### config.mk
export PLATFORM = sky130hd
export DESIGN_NAME = scl_serial_ctrl
export DESIGN_NICKNAME = d
export VERILOG_FILES = /design/src/scl_pkg.sv /design/src/scl_serial_ctrl.sv
export VERILOG_INCLUDE_DIRS = /design/src
export SDC_FILE = /design/constraint.sdc
export NUM_CORES = 1
export LEC_CHECK = 0
export BUFFER_PORTS_ARGS = -buffer_cell sky130_fd_sc_hd__clkbuf_2
export CAP_MARGIN = 20
export CORE_MARGIN = 4
export CORE_UTILIZATION = 50
export DETAILED_ROUTE_END_ITERATION = 12
export GPL_TIMING_DRIVEN = 0
export PLACE_DENSITY = 0.66
export SETUP_SLACK_MARGIN = 0.15
export SLEW_MARGIN = 20
export SYNTH_ARGS = -nofsm -noshare
export SYNTH_HDL_FRONTEND = slang
export SYNTH_SLANG_ARGS = --single-unit
### constraint.sdc
create_clock -name CLK_I -period 2.6 [get_ports CLK_I]
set_input_delay 0.26 -clock CLK_I [delete_from_list [all_inputs] [get_ports CLK_I]]
set_output_delay 0.26 -clock CLK_I [all_outputs]
set_load 0.1 [all_outputs]
### src/scl_regs.svh
`ifndef SCL_REGS_SVH
`define SCL_REGS_SVH

// ****************************************
// register addresses
// ****************************************
`define SCL_ADDR_STATUS 4'h0
`define SCL_ADDR_CHECKSUM 4'h7
`define SCL_ADDR_SET0 4'h8
`define SCL_ADDR_SET1 4'h9
`define SCL_ADDR_SET2 4'hA
`define SCL_ADDR_SET3 4'hB
`define SCL_ADDR_MAP_CLEAR 4'hC
`define SCL_ADDR_COMMAND 4'hD
`define SCL_ADDR_WP_KEY 4'hE
`define SCL_ADDR_SET7 4'hF

// ****************************************
// key values and reset values
// ****************************************
`define SCL_KEY_UNLOCK 8'h95
`define SCL_KEY_LOCK 8'h31
`define SCL_KEY_MAP_CLEAR 8'hA6
`define SCL_SET_RESET 8'h00

// ****************************************
// field positions
// ****************************************
`define SCL_BIT_CRC_EN 3
`define SCL_BIT_FORCE_FAULT 7
`define SCL_BIT_CMD_CLR_CRC 0
`define SCL_BIT_CMD_CLR_POR 1
`define SCL_BIT_ST_POR 0
`define SCL_BIT_ST_CRC_ERR 1
`define SCL_BIT_ST_WP 2

// ****************************************
// crc constants
// ****************************************
`define SCL_CRC_POLY_LOW 4'h3
`define SCL_CRC_INIT 4'h0
`define SCL_CRC_MSG_W 40

`endif

### src/scl_pkg.sv
package scl_pkg;

  // ****************************************
  // pin group crossing into the clock domain
  // ****************************************
  typedef struct packed {
    logic sclk;
    logic latch;
    logic serial_in;
    logic rst;
    logic oe_n;
  } scl_pins_t;

  // ****************************************
  // one 16-bit frame, msb first
  // ****************************************
  typedef struct packed {
    logic [3:0] addr;
    logic [7:0] data;
    logic [3:0] crc;
  } scl_frame_t;

endpackage : scl_pkg

### src/scl_serial_ctrl.sv
// Operation
// RQ1 - reset pin high clears map, holds reset, floats serial_out
// RQ2 - power-up sets the power-up flag to 1
// RQ3 - outputs_allow_low high disables drivers, registers untouched
// RQ4 - latch low: shift serial_in on sclk rise, drive leaving bit
// RQ5 - latch rise decodes frame, checking crc first when enabled
// RQ6 - link crc enable is 0 after power-up or device reset
// RQ7 - host reads by writing address, then clocking with latch high
// RQ8 - read: addressed content leaves on each sclk fall
// RQ9 - frame is 16 bits msb first: addr, data, crc
// RQ10 - write lock is off after power-up
// RQ11 - key 0x95 at Eh unlocks the map
// RQ12 - key 0x31 at Eh locks the map
// RQ13 - write protect status is 1 when locked, else 0
// RQ14 - key 0xA6 at Ch returns all registers to defaults
// RQ15 - map clear leaves the power-up flag alone
// RQ16 - crc check off: no errors, every frame acted on
// RQ17 - crc check on: bad frame discarded, nothing changes
// RQ18 - link crc mismatch never pulls fault alarm low
// RQ19 - mismatch sets error flag until clear command
// RQ20 - checksum over 8h, 9h, Ah, Bh, Fh kept readable
// RQ21 - host may compare checksum instead of reading back each
// RQ22 - both crcs use polynomial x^4 + x + 1
// RQ23 - crc starts at zero, four zeros appended, msb first
// RQ24 - link crc covers the 12 address and data bits
// RQ25 - locked: ordinary writes ignored, key register still works
`timescale 1ns/1ps
`default_nettype none
`include "scl_regs.svh"

module scl_serial_ctrl (
  input wire logic CLK_I,
  input wire logic RST_B_I,
  input wire logic RESET_I,
  input wire logic SCLK_I,
  input wire logic LATCH_I,
  input wire logic SERIAL_IN_I,
  input wire logic OUTPUTS_ALLOW_LOW_I,
  output logic SERIAL_OUT_O,
  output logic SERIAL_OUT_OE_O,
  output logic FAULT_ALARM_N_O,
  output logic FAULT_ALARM_N_OE_O,
  output logic [7:0] CHANNEL_ON_O
);

  // ****************************************
  // crc helpers
  // ****************************************
  // leading zeros leave a zero-start crc unchanged, so one width serves both
  function automatic logic [3:0] crc4(input logic [`SCL_CRC_MSG_W-1:0] msg);
    logic [3:0] c;
    logic fb;
    c = `SCL_CRC_INIT; // RQ23
    for (int i = `SCL_CRC_MSG_W + 3; i >= 0; i--) begin
      fb = c[3];
      c = {c[2:0], (i >= 4) ? msg[i-4] : 1'b0}; // RQ23
      if (fb) begin
        c = c ^ `SCL_CRC_POLY_LOW; // RQ22
      end
    end
    return c;
  endfunction : crc4

  function automatic logic [3:0] link_crc(input logic [11:0] ad);
    return crc4({28'h0000000, ad}); // RQ24
  endfunction : link_crc

  // ****************************************
  // pin synchronisers
  // ****************************************
  scl_pkg::scl_pins_t pin_meta;
  scl_pkg::scl_pins_t pin_sync;
  scl_pkg::scl_pins_t pin_prev;

  // idle pin levels, so leaving reset shows no false latch edge
  localparam scl_pkg::scl_pins_t pins_idle = '{
    sclk: 1'b0,
    latch: 1'b1,
    serial_in: 1'b0,
    rst: 1'b0,
    oe_n: 1'b0
  };

  always_ff @(posedge CLK_I or negedge RST_B_I) begin
    if (!RST_B_I) begin
      pin_meta <= pins_idle;
      pin_sync <= pins_idle;
      pin_prev <= pins_idle;
    end else begin
      pin_meta <= {SCLK_I, LATCH_I, SERIAL_IN_I, RESET_I, OUTPUTS_ALLOW_LOW_I};
      pin_sync <= pin_meta;
      pin_prev <= pin_sync;
    end
  end

  logic dev_rst;
  logic sclk_rise;
  logic sclk_fall;
  logic latch_rise;

  assign dev_rst = pin_sync.rst;
  assign sclk_rise = pin_sync.sclk & ~pin_prev.sclk;
  assign sclk_fall = ~pin_sync.sclk & pin_prev.sclk;
  assign latch_rise = pin_sync.latch & ~pin_prev.latch;

  // ****************************************
  // frame capture
  // ****************************************
  scl_pkg::scl_frame_t shift;
  logic [15:0] rd_shift;
  logic out_bit;

  always_ff @(posedge CLK_I or negedge RST_B_I) begin
    if (!RST_B_I) begin
      shift <= '0;
    end else if (dev_rst) begin
      shift <= '0; // RQ1
    end else if (!pin_sync.latch && sclk_rise) begin
      shift <= {shift[14:0], pin_sync.serial_in}; // RQ4 RQ9
    end
  end

  // ****************************************
  // frame decode
  // ****************************************
  logic [7:0] set0;
  logic [7:0] set1;
  logic [7:0] set2;
  logic [7:0] set3;
  logic [7:0] set7;
  logic locked;
  logic por_flag;
  logic crc_err;
  logic [3:0] rd_addr;
  logic load_rd;
  logic [3:0] map_checksum;

  logic crc_en;
  logic crc_ok;
  logic frame_bad;
  logic frame_take;
  logic wr_ok;
  logic map_clear;
  logic cmd_hit;

  assign crc_en = set3[`SCL_BIT_CRC_EN];
  assign crc_ok = (link_crc({shift.addr, shift.data}) == shift.crc);
  assign frame_bad = latch_rise && crc_en && !crc_ok; // RQ5 RQ17
  assign frame_take = latch_rise && !(crc_en && !crc_ok); // RQ16
  assign wr_ok = frame_take && !locked; // RQ25
  assign map_clear = wr_ok && shift.addr == `SCL_ADDR_MAP_CLEAR &&
                     shift.data == `SCL_KEY_MAP_CLEAR; // RQ14
  assign cmd_hit = wr_ok && shift.addr == `SCL_ADDR_COMMAND;

  // settings registers
  always_ff @(posedge CLK_I or negedge RST_B_I) begin
    if (!RST_B_I) begin
      set0 <= `SCL_SET_RESET;
      set1 <= `SCL_SET_RESET;
      set2 <= `SCL_SET_RESET;
      set3 <= `SCL_SET_RESET; // RQ6
      set7 <= `SCL_SET_RESET;
    end else if (dev_rst || map_clear) begin
      set0 <= `SCL_SET_RESET; // RQ1 RQ14
      set1 <= `SCL_SET_RESET;
      set2 <= `SCL_SET_RESET;
      set3 <= `SCL_SET_RESET; // RQ6
      set7 <= `SCL_SET_RESET;
    end else if (wr_ok) begin
      case (shift.addr)
        `SCL_ADDR_SET0: begin
          set0 <= shift.data;
        end
        `SCL_ADDR_SET1: begin
          set1 <= shift.data;
        end
        `SCL_ADDR_SET2: begin
          set2 <= shift.data;
        end
        `SCL_ADDR_SET3: begin
          set3 <= shift.data;
        end
        `SCL_ADDR_SET7: begin
          set7 <= shift.data;
        end
        default: begin
        end
      endcase
    end
  end

  // write lock; key register stays reachable while locked
  always_ff @(posedge CLK_I or negedge RST_B_I) begin
    if (!RST_B_I) begin
      locked <= 1'b0; // RQ10
    end else if (dev_rst || map_clear) begin
      locked <= 1'b0;
    end else if (frame_take && shift.addr == `SCL_ADDR_WP_KEY) begin
      if (shift.data == `SCL_KEY_UNLOCK) begin
        locked <= 1'b0; // RQ11 RQ25
      end else if (shift.data == `SCL_KEY_LOCK) begin
        locked <= 1'b1; // RQ12
      end
    end
  end

  // power-up flag only set by the power-on reset
  always_ff @(posedge CLK_I or negedge RST_B_I) begin
    if (!RST_B_I) begin
      por_flag <= 1'b1; // RQ2
    end else if (cmd_hit && shift.data[`SCL_BIT_CMD_CLR_POR]) begin
      por_flag <= 1'b0; // RQ15
    end
  end

  // link crc error flag, set beats clear
  always_ff @(posedge CLK_I or negedge RST_B_I) begin
    if (!RST_B_I) begin
      crc_err <= 1'b0;
    end else if (dev_rst || map_clear) begin
      crc_err <= 1'b0;
    end else if (frame_bad) begin
      crc_err <= 1'b1; // RQ19
    end else if (cmd_hit && shift.data[`SCL_BIT_CMD_CLR_CRC]) begin
      crc_err <= 1'b0; // RQ19
    end
  end

  // ****************************************
  // map checksum
  // ****************************************
  always_ff @(posedge CLK_I or negedge RST_B_I) begin
    if (!RST_B_I) begin
      map_checksum <= `SCL_CRC_INIT;
    end else begin
      map_checksum <= crc4({set0, set1, set2, set3, set7}); // RQ20 RQ22
    end
  end

  // ****************************************
  // read path
  // ****************************************
  function automatic logic [7:0] read_mux(input logic [3:0] a);
    logic [7:0] v;
    v = 8'h00;
    case (a)
      `SCL_ADDR_STATUS: begin
        v[`SCL_BIT_ST_POR] = por_flag;
        v[`SCL_BIT_ST_CRC_ERR] = crc_err;
        v[`SCL_BIT_ST_WP] = locked; // RQ13
      end
      `SCL_ADDR_CHECKSUM: begin
        v = {4'h0, map_checksum}; // RQ20
      end
      `SCL_ADDR_SET0: begin
        v = set0;
      end
      `SCL_ADDR_SET1: begin
        v = set1;
      end
      `SCL_ADDR_SET2: begin
        v = set2;
      end
      `SCL_ADDR_SET3: begin
        v = set3;
      end
      `SCL_ADDR_SET7: begin
        v = set7;
      end
      default: begin
        v = 8'h00;
      end
    endcase
    return v;
  endfunction : read_mux

  // pointer follows any acted-on frame
  always_ff @(posedge CLK_I or negedge RST_B_I) begin
    if (!RST_B_I) begin
      rd_addr <= 4'h0;
    end else if (dev_rst) begin
      rd_addr <= 4'h0;
    end else if (frame_take) begin
      rd_addr <= shift.addr; // RQ7
    end
  end

  // load waits a cycle so the read sees the register just written
  always_ff @(posedge CLK_I or negedge RST_B_I) begin
    if (!RST_B_I) begin
      load_rd <= 1'b0;
    end else if (dev_rst) begin
      load_rd <= 1'b0;
    end else begin
      load_rd <= frame_take;
    end
  end

  // the function reads the registers directly; a plain assign would miss them
  logic [7:0] rd_data;
  always_comb begin
    rd_data = read_mux(rd_addr);
  end

  always_ff @(posedge CLK_I or negedge RST_B_I) begin
    if (!RST_B_I) begin
      rd_shift <= '0;
    end else if (dev_rst) begin
      rd_shift <= '0;
    end else if (load_rd) begin
      rd_shift <= {rd_addr, rd_data, link_crc({rd_addr, rd_data})};
    end else if (pin_sync.latch && sclk_fall) begin
      rd_shift <= {rd_shift[14:0], 1'b0};
    end
  end

  // one output bit serves both the shift-through and the read-back
  always_ff @(posedge CLK_I or negedge RST_B_I) begin
    if (!RST_B_I) begin
      out_bit <= 1'b0;
    end else if (dev_rst) begin
      out_bit <= 1'b0;
    end else if (pin_sync.latch && sclk_fall) begin
      out_bit <= rd_shift[15]; // RQ8
    end else if (!pin_sync.latch && sclk_rise) begin
      out_bit <= shift[15]; // RQ4
    end
  end

  // ****************************************
  // outputs
  // ****************************************
  always_ff @(posedge CLK_I or negedge RST_B_I) begin
    if (!RST_B_I) begin
      SERIAL_OUT_O <= 1'b0;
    end else begin
      SERIAL_OUT_O <= out_bit;
    end
  end

  // drive stops one clock after the synchronised reset pin goes high
  always_ff @(posedge CLK_I or negedge RST_B_I) begin
    if (!RST_B_I) begin
      SERIAL_OUT_OE_O <= 1'b0;
    end else begin
      SERIAL_OUT_OE_O <= ~dev_rst; // RQ1
    end
  end

  // open-drain data stays low; only the enable ever moves
  always_ff @(posedge CLK_I or negedge RST_B_I) begin
    if (!RST_B_I) begin
      FAULT_ALARM_N_O <= 1'b0;
    end else begin
      FAULT_ALARM_N_O <= 1'b0;
    end
  end

  // crc errors stay off the alarm line; only the force bit pulls it
  always_ff @(posedge CLK_I or negedge RST_B_I) begin
    if (!RST_B_I) begin
      FAULT_ALARM_N_OE_O <= 1'b0;
    end else begin
      FAULT_ALARM_N_OE_O <= set3[`SCL_BIT_FORCE_FAULT]; // RQ18
    end
  end

  always_ff @(posedge CLK_I or negedge RST_B_I) begin
    if (!RST_B_I) begin
      CHANNEL_ON_O <= 8'h00;
    end else begin
      CHANNEL_ON_O <= pin_sync.oe_n ? 8'h00 : set0; // RQ3
    end
  end

endmodule : scl_serial_ctrl

`default_nettype wire

==> impl_summary.txt, run 1 <==
----------------------------------------------------
[Status]
  Run status ... finished with violations
  Failing checks ... setup timing

[STA]
  Final Critical Period ... 2695 ps
  Worst-Margin Slew ... 889.1 ps
  Final setup violation count ... 29
  Worst max-slew margin expressed relative to the limit ... 0.4060
  Number of endpoints with negative hold slack in the final report ... 0
  Worst Slack Setup Final ... -95.26 ps
  Unrepaired setup endpoints after global routing ... true
  Max Transition Viols Final ... 0
  Tcrit/Tclk final ... 1.037
  Maximum clock frequency ... 0.3710 GHz
  Final Skew ... between 10 and 15 ps

[Clocking]
  Source-to-sink clock delay at the later pin of the worst-skew pair ... ~360 ps
  TritonCTS sink count ... 108
  Post-CTS clock slew at the launch and capture registers of the worst setup and hold paths ... about 70 ps
  Clock tree from TritonCTS ... yes
  Clock root cell ... sky130_fd_sc_hd__clkbuf_16
  Number of H-tree levels ... 3
  Buffer depth of the longest clock path ... 2
  Number of buffers added by the clock tree synthesis step ... 9

[Pwr]
  Power density over cell area ... 460.7 nW/um2
  Net Sw Frac ... 0.2332
  Clk network pwr share ... 0.412
  Internal power contribution ... 0.002573 W
  IR drop worst, VDD ... a little under 300 uV
  Leakage power figure ... 3.163 nW
  PnR Total Power ... 0.003356 W
  Total net switching power ... 0.0007828 W
  Portion of total power attributed to combinational logic ... 0.077
  Share of power burned in registers ... 0.511

[Cells and area]
  Area Overhead vs Synth ... 20.59%
  Final non-filler cell total ... 793
  Antenna diode instance count ... 0
  Total Nets Final ... 652
  Share of post-route cells with drive strength above 1 ... 0.2154

[Logic synthesis]
  Distinct cell type count after synthesis ... 60
  Number of flip-flops and latches in the synthesized netlist ... 108
  Average cell area after synthesis ... 10.27 um2
  Top cell type by total area after synthesis ... sky130_fd_sc_hd__dfrtp_1
  Most frequent cell after synthesis ... sky130_fd_sc_hd__dfrtp_1
  Share of async-settable or async-resettable flops after synthesis ... 1.000
  Most frequent cells after synthesis ... sky130_fd_sc_hd__dfrtp_1 (104), sky130_fd_sc_hd__nand2_1 (79), sky130_fd_sc_hd__xnor2_1 (65)
  Cell types with the largest area share after synthesis ... sky130_fd_sc_hd__dfrtp_1 (43%), sky130_fd_sc_hd__xnor2_1 (9.4%), sky130_fd_sc_hd__mux2i_1 (8.1%)
  Portion of synthesized cell area occupied by the leading cell type ... 0.4308
  Gate count after technology mapping ... 588
  Sequential cell area fraction in the yosys report ... 0.4482
  Netlist area before placement ... a little over 6000 um2
  Syn nets ... approximately 600
  Number of flops mapped to enable cells by yosys ... 0
  Top FF cell, synth ... sky130_fd_sc_hd__dfrtp_1
  Number of warnings reported in the yosys synthesis log ... 0

[Floorplanning]
  # IOs ... 19
  Area of the die ... around 14000 um2
  Die width ... around 120 um
  Area inside the core boundary ... around 12000 um2
  Row count ... 39
  Height of the chip ... 117.9 um
  Effective utilization at floorplan ... 0.5201

[Routing]
  Total routed wirelength ... between 15000 and 20000 um
  Vias per inst ... a little under 6
  Average detailed-routed wire length per instance ... between 20 and 25 um
  1st-pass router iterations ... 5
  Number of DRC violations after detailed routing ... 0
  Vias after detailed routing ... 4682
  Remaining antenna violation count after routing ... 0
  Violation count after the first detailed-route iteration ... 445

[Global route]
  Largest net degree at the start of global routing ... between 50 and 60
  Antenna violations before repair ... 0
  Vias in the first global route ... 4684
  GRT Resource Usage Total ... 0.2342
  Overflow left after global routing ... 0
  Global-route wire length before repair ... roughly 26000 um

[Setup path]
  Critical path class ... reg -> reg
  Kind of launch point of the worst setup path ... flop
  CP max FO ... 6
  Required time of the critical path ... 2830 ps
  Sort of element at the end of the critical path ... flop
  Crit path DAT ... 2920 ps
  Reg-to-reg setup timing slack ... -100 ps

[Flow run]
  Max Cap Viol ... 0

[Placed design]
  DP HPWL ... 11000 um
  Final GP Congestion ... 0.9282
  Number of buffer cells added on primary ports ... 17
  Cell count after placement ... around 750

[Hold path]
  Path class of the lowest-slack min-delay path ... in -> reg

----------------------------------------------------
==> cells by family (layout without fill, tap and decap cells) <==
kind of cell / after synthesis / count (layout) / share of synthesized area
flops: 108 / 108 / 0.4482
other cells: 1 / 1 / 0.0006208
buf+inv: 47 / 109 / 0.03894
simple gates: 173 / 173 / 0.1340
xor+xnor: 92 / 92 / 0.1541
compound gates: 104 / 104 / 0.1150
mux: 63 / 63 / 0.1092
==> power groups by stage <==
stage | sequential [W] | combinational [W] | clock [W]
after floorplan | 0.00176 | 0.000105 | 0
after global placement | 0.00175 | 0.000181 | 0
after detailed placement | 0.00175 | 0.000191 | 0
after CTS | 0.00172 | 0.000249 | 0.00141
after global routing | 0.00172 | 0.000277 | 0.00148
final | 0.00172 | 0.000257 | 0.00138
==> metal layers <==
layer | vias to the layer above | track usage | part of all wire
li1 | 2145 | - | -
met1 | 2310 | 0.3119 | 0.42
met2 | 174 | 0.3759 | 0.47
met3 | 53 | 0.04373 | 0.062
met4 | 0 | 0.09890 | 0.042
met5 | - | 0 | 0
==> layout by cell type (no fill, tap or decap), types with 4 or more instances in the layout <==
cell type | synthesis | routed
sky130_fd_sc_hd__nor2b_1 | 10 | 10
sky130_fd_sc_hd__dfstp_2 | 4 | 4
sky130_fd_sc_hd__xnor3_1 | 8 | 8
sky130_fd_sc_hd__o21ai_0 | 17 | 15
sky130_fd_sc_hd__and2_1 | 6 | 4
sky130_fd_sc_hd__buf_4 | 2 | 20
sky130_fd_sc_hd__dlygate4sd3_1 | 0 | 4
sky130_fd_sc_hd__a211oi_1 | 6 | 6
sky130_fd_sc_hd__xnor2_1 | 65 | 63
sky130_fd_sc_hd__xor2_1 | 17 | 16
sky130_fd_sc_hd__clkbuf_2 | 0 | 18
sky130_fd_sc_hd__nand3_1 | 15 | 14
sky130_fd_sc_hd__o211ai_1 | 16 | 16
sky130_fd_sc_hd__clkbuf_1 | 22 | 18
sky130_fd_sc_hd__a21oi_1 | 35 | 32
sky130_fd_sc_hd__nor2_1 | 37 | 35
sky130_fd_sc_hd__inv_1 | 6 | 6
sky130_fd_sc_hd__nand2_1 | 79 | 74
sky130_fd_sc_hd__dfrtp_1 | 104 | 102
sky130_fd_sc_hd__nand3b_1 | 4 | 4
sky130_fd_sc_hd__mux2i_1 | 49 | 46
sky130_fd_sc_hd__mux2_2 | 13 | 13
sky130_fd_sc_hd__clkbuf_4 | 0 | 5
sky130_fd_sc_hd__buf_6 | 4 | 11
sky130_fd_sc_hd__o2bb2ai_1 | 4 | 4
sky130_fd_sc_hd__clkbuf_16 | 0 | 9
sky130_fd_sc_hd__nand2_8 | 0 | 4
==> cell type report <==
cell class	instances	area, um2
flip-flops and latches	108	2710
well taps	143	178.9
multi-input cells	433	3378
clock buffers	12	246.5
repair buffers	46	410.4
clock inverters	4	48.80
plain buffers	40	285.3
fillers	940	4329
inverters	7	26.28
==> worst max-delay path: stages, from the launching register on <==
cell and delay (ps):
sky130_fd_sc_hd__dfrtp_1 410, sky130_fd_sc_hd__buf_6 150, sky130_fd_sc_hd__xnor2_4 160, sky130_fd_sc_hd__xnor3_1 460
sky130_fd_sc_hd__and2_4 160, sky130_fd_sc_hd__a221o_1 370, sky130_fd_sc_hd__a31oi_4 260, sky130_fd_sc_hd__buf_6 180
sky130_fd_sc_hd__buf_6 140, sky130_fd_sc_hd__mux2i_2 220, sky130_fd_sc_hd__nor2_1 60
==> flip-flops by register name (all words and copies together) (netlist names), 2 cells and up <==
name / count
set0: 8
rd_shift: 16
pin_sync: 4
map_checksum: 4
set3: 8
rd_addr: 4
set2: 8
CHANNEL_ON_O: 8
set7: 8
pin_meta: 5
pin_prev: 2
set1: 8
shift: 16
==> timing repair <==
action / in CTS / in global routing
cloned: 4 / 0
endpoints found under the setup margin: 52 / 51
buffers inserted: 13 / 7
hold buffers: 3 / 1
hold endpoints to repair: 53 / 1
pin swaps: 14 / 11
resized for setup: 60 / 36
==> path summary, 6_finish.rpt <==
kind                        startpoint     endpoint  depth (start not counted)
hold reg to reg            pin_meta[4]  pin_sync[4]                          0
hold / removal             SERIAL_IN_I  pin_meta[2]                          1
min in group asynchronous      RST_B_I      set0[0]                          2
setup / recovery             shift[13]   rd_addr[0]                         10
max in group asynchronous      RST_B_I     por_flag                          3
setup reg to reg             shift[13]   rd_addr[0]                         10
==> metrics by stage <==
stage | hold slack (ps) | TNS [ps] | instance area (um2) | setup slack, ps | util
floorplan | -35.59 | 0 | 6041 | 152.8 | -
finish | 16.16 | -1056 | 7284 | -95.26 | 0.6272
global route | 4.611 | -3914 | 7284 | -170.3 | 0.6272
detailed placement | 248.6 | -6184 | 6341 | -240.1 | 0.5460
global placement | 331.0 | -19420 | 6305 | -180.2 | 0.5429
CTS | 2.339 | -19.47 | 7108 | -12.45 | 0.6120
No activity file was read; power rests on OpenSTA's default activity.
==> inputs of run 2 (changes only) <==
Settings changed: TNS_END_PERCENT set to 50.
==> run 2 against run 1 <==
Count of clock-buffer cells in the layout did not move. Setup slack got worse by 9.5 ps. Critical path type unchanged. The run still ends with setup timing left. Sequential share of layout area rose by 0.93 points. Clock power barely moved. Largest power group unchanged. Sequential power barely moved. Clock skew fell by 0.99 ps. Critical path depth did not move.
==> impl_summary.txt, run 2 (synthesized netlist as in run 1, its figures left out) <==
----------------------------------------------------
[Status]
  Run status ... finished with violations (unchanged)
  Failing checks ... setup timing (unchanged)

[Setup path]
  Required time of the critical path ... 2830 ps (about the same)
  Sort of element at the end of the critical path ... flop (unchanged)
  CP max FO ... 6 (unchanged)
  Critical path class ... reg -> reg (unchanged)
  Crit path DAT ... 2940 ps (was 2920 ps)
  Kind of launch point of the worst setup path ... flop (unchanged)

[Cells and area]
  Antenna diode instance count ... 0 (unchanged)
  Biggest registers after layout ... rd_shift x16, shift x16 (unchanged)
  Total Nets Final ... 645 (was 652)
  Share of post-route cells with drive strength above 1 ... 0.1913 (was 0.2154)
  Most common cell after layout, fill and taps aside ... sky130_fd_sc_hd__dfrtp_1 (unchanged)
  Top library cells by usage in the layout, fill and taps aside ... sky130_fd_sc_hd__dfrtp_1 (102), sky130_fd_sc_hd__nand2_1 (74), sky130_fd_sc_hd__xnor2_1 (62) (was sky130_fd_sc_hd__dfrtp_1 (102), sky130_fd_sc_hd__nand2_1 (74), sky130_fd_sc_hd__xnor2_1 (63))
  Area Overhead vs Synth ... 17.65% (was 20.59%)
  Cell area after layout ... 7107 um2 (was 7284 um2)

[STA]
  Unrepaired setup endpoints after global routing ... true (unchanged)
  TNS Setup ... -970.6 ps (was -1056 ps)
  Max Transition Viols Final ... 0 (unchanged)
  Final Skew ... 11.82 ps (was 12.80 ps)
  Worst-Margin Slew ... 896.6 ps (was 889.1 ps)
  Final Critical Period ... 2705 ps (was 2695 ps)
  Final setup violation count ... 34 (was 29)
  Worst Slack Setup Final ... -104.8 ps (was -95.26 ps)
  Number of endpoints with negative hold slack in the final report ... 0 (unchanged)
  Worst max-slew margin expressed relative to the limit ... 0.4009 (was 0.4060)
  Maximum clock frequency ... 0.3697 GHz (was 0.3710 GHz)
  Tcrit/Tclk final ... 1.040 (was 1.037)

[Pwr]
  Power density over cell area ... 470.0 nW/um2 (was 460.7 nW/um2)
  IR drop worst, VDD ... 287.8 uV (was 290.8 uV)
  Leakage power figure ... 3.120 nW (was 3.163 nW)

[Floorplanning]
  # IOs ... 19 (unchanged)
  Row count ... 39 (unchanged)
  Die width ... 117.9 um (unchanged)
  Area inside the core boundary ... 11610 um2 (unchanged)
  Effective utilization at floorplan ... 0.5201 (unchanged)
  Area of the die ... 13900 um2 (unchanged)
  Height of the chip ... 117.9 um (unchanged)

[Routing]
  Average detailed-routed wire length per instance ... 19.96 um (was 20.13 um)
  Total routed wirelength ... 15690 um (was 15960 um)
  Remaining antenna violation count after routing ... 0 (unchanged)
  Vias per inst ... 5.910 (was 5.904)
  Routed metal-1 wire length ... 6708 um (was 6765 um)
  Violation count after the first detailed-route iteration ... 469 (was 445)
  Routed wire length on met2 ... 7508 um (was 7527 um)
  DR WL met3 ... 966 um (was 997 um)
  Number of DRC violations after detailed routing ... 0 (unchanged)
  Highest routing layer actually used ... met4 (unchanged)
  Vias after detailed routing ... 4645 (was 4682)
  1st-pass router iterations ... 5 (unchanged)

[Placed design]
  Number of buffer cells added on primary ports ... 17 (unchanged)
  Final GP Congestion ... 0.9282 (unchanged)
  Placed cell areas ... 6341 um2 (unchanged)
  DP HPWL ... 11000 um (unchanged)

[Clocking]
  Number of buffers added by the clock tree synthesis step ... 9 (unchanged)
  Clock tree from TritonCTS ... yes (unchanged)
  Number of H-tree levels ... 3 (unchanged)
  Post-CTS clock slew at the launch and capture registers of the worst setup and hold paths ... 70 ps (about the same)
  Source-to-sink clock delay at the later pin of the worst-skew pair ... 360 ps (about the same)
  Buffer depth of the longest clock path ... 2 (unchanged)
  TritonCTS sink count ... 108 (unchanged)
  Clock root cell ... sky130_fd_sc_hd__clkbuf_16 (unchanged)

[Global route]
  Vias in the first global route ... 4624 (was 4684)
  Overflow left after global routing ... 0 (unchanged)
  Antenna violations before repair ... 0 (unchanged)
  Global-route wire length before repair ... 25370 um (was 25650 um)
  GRT Resource Usage Total ... 0.2318 (was 0.2342)
  Largest net degree at the start of global routing ... 56 (unchanged)

[Flow run]
  Max Cap Viol ... 0 (unchanged)

[Hold path]
  Path class of the lowest-slack min-delay path ... in -> reg (unchanged)

----------------------------------------------------
-- run 2: changes by cell type in the layout (fill, tap and decap cells not counted), sizes merged --
cell	change
bufbuf	+1
buf	-5
clkbuf	-3
-- run 2: final timing paths --
| path | from | endpoint | slack [ps] | cells past startpoint |
|---|---|---|---|---|
| min in group asynchronous | RST_B_I | set1[4] | 420 | 2 |
| max reg2reg | shift[13] | rd_addr[0] | -100 | 10 |
| max in group asynchronous | RST_B_I | por_flag | 1530 | 3 |
| min reg2reg | pin_meta[4] | pin_sync[4] | 340 | 0 |
| min | SERIAL_IN_I | pin_meta[2] | 20 | 1 |
| max | shift[13] | rd_addr[0] | -100 | 10 |
-- run 2: timing repair --
action	4_1_cts	5_1_grt
resized for setup	46	19
hold buffers	3	1
buffers inserted	10	3
gates cloned	4	0
endpoints found under the hold margin	53	1
endpoints found under the setup margin	52	51
pin swaps	12	10
-- run 2: layer usage --
metal / track usage / vias up
met1: 0.3080 / 2313
met2: 0.3755 / 161
li1: - / 2125
met5: 0 / -
met4: 0.08571 / 0
met3: 0.04757 / 46
-- run 2: metrics by stage --
stage          power [W]  hold slack (ps)  setup slack, ps    util  cells
3_5_place_dp    0.001939            248.6           -240.1  0.5460    749
5_1_grt         0.003464            4.124           -185.6  0.6119    786
4_1_cts         0.003366            2.339           -19.14  0.6042    782
6_report        0.003340            18.48           -104.8  0.6119    786
2_1_floorplan   0.001861           -35.59            152.8       -    588
3_3_place_gp    0.001929            331.0           -180.2  0.5429    748
-- run 2: cell type report --
type | instances | area, um2
multi-input cells | 433 | 3281
clock inverters | 4 | 48.80
repair buffers | 39 | 349.1
well taps | 143 | 178.9
inverters | 7 | 26.28
clock buffers | 12 | 246.5
flip-flops and latches | 108 | 2710
plain buffers | 40 | 266.5
fillers | 961 | 4507
-- run 2: power breakdown --
part	leakage, nW	total (W)	switching (W)	internal [W]
logic	1.51	0.000246	0.000153	0.0000930
registers	1.46	0.00172	0.0000128	0.00170
clock network	0.147	0.00138	0.000606	0.000773
total	3.12	0.00334	0.000771	0.00257
-- run 2: worst max-delay path, stage by stage, from the launching register on --
cell and delay [ps]:
sky130_fd_sc_hd__dfrtp_1 410, sky130_fd_sc_hd__buf_6 140, sky130_fd_sc_hd__xnor2_4 170, sky130_fd_sc_hd__xnor3_1 430
sky130_fd_sc_hd__and2_4 170, sky130_fd_sc_hd__a221o_1 360, sky130_fd_sc_hd__a31oi_4 290, sky130_fd_sc_hd__buf_6 180
sky130_fd_sc_hd__buf_6 130, sky130_fd_sc_hd__mux2i_1 230, sky130_fd_sc_hd__nor2_1 60
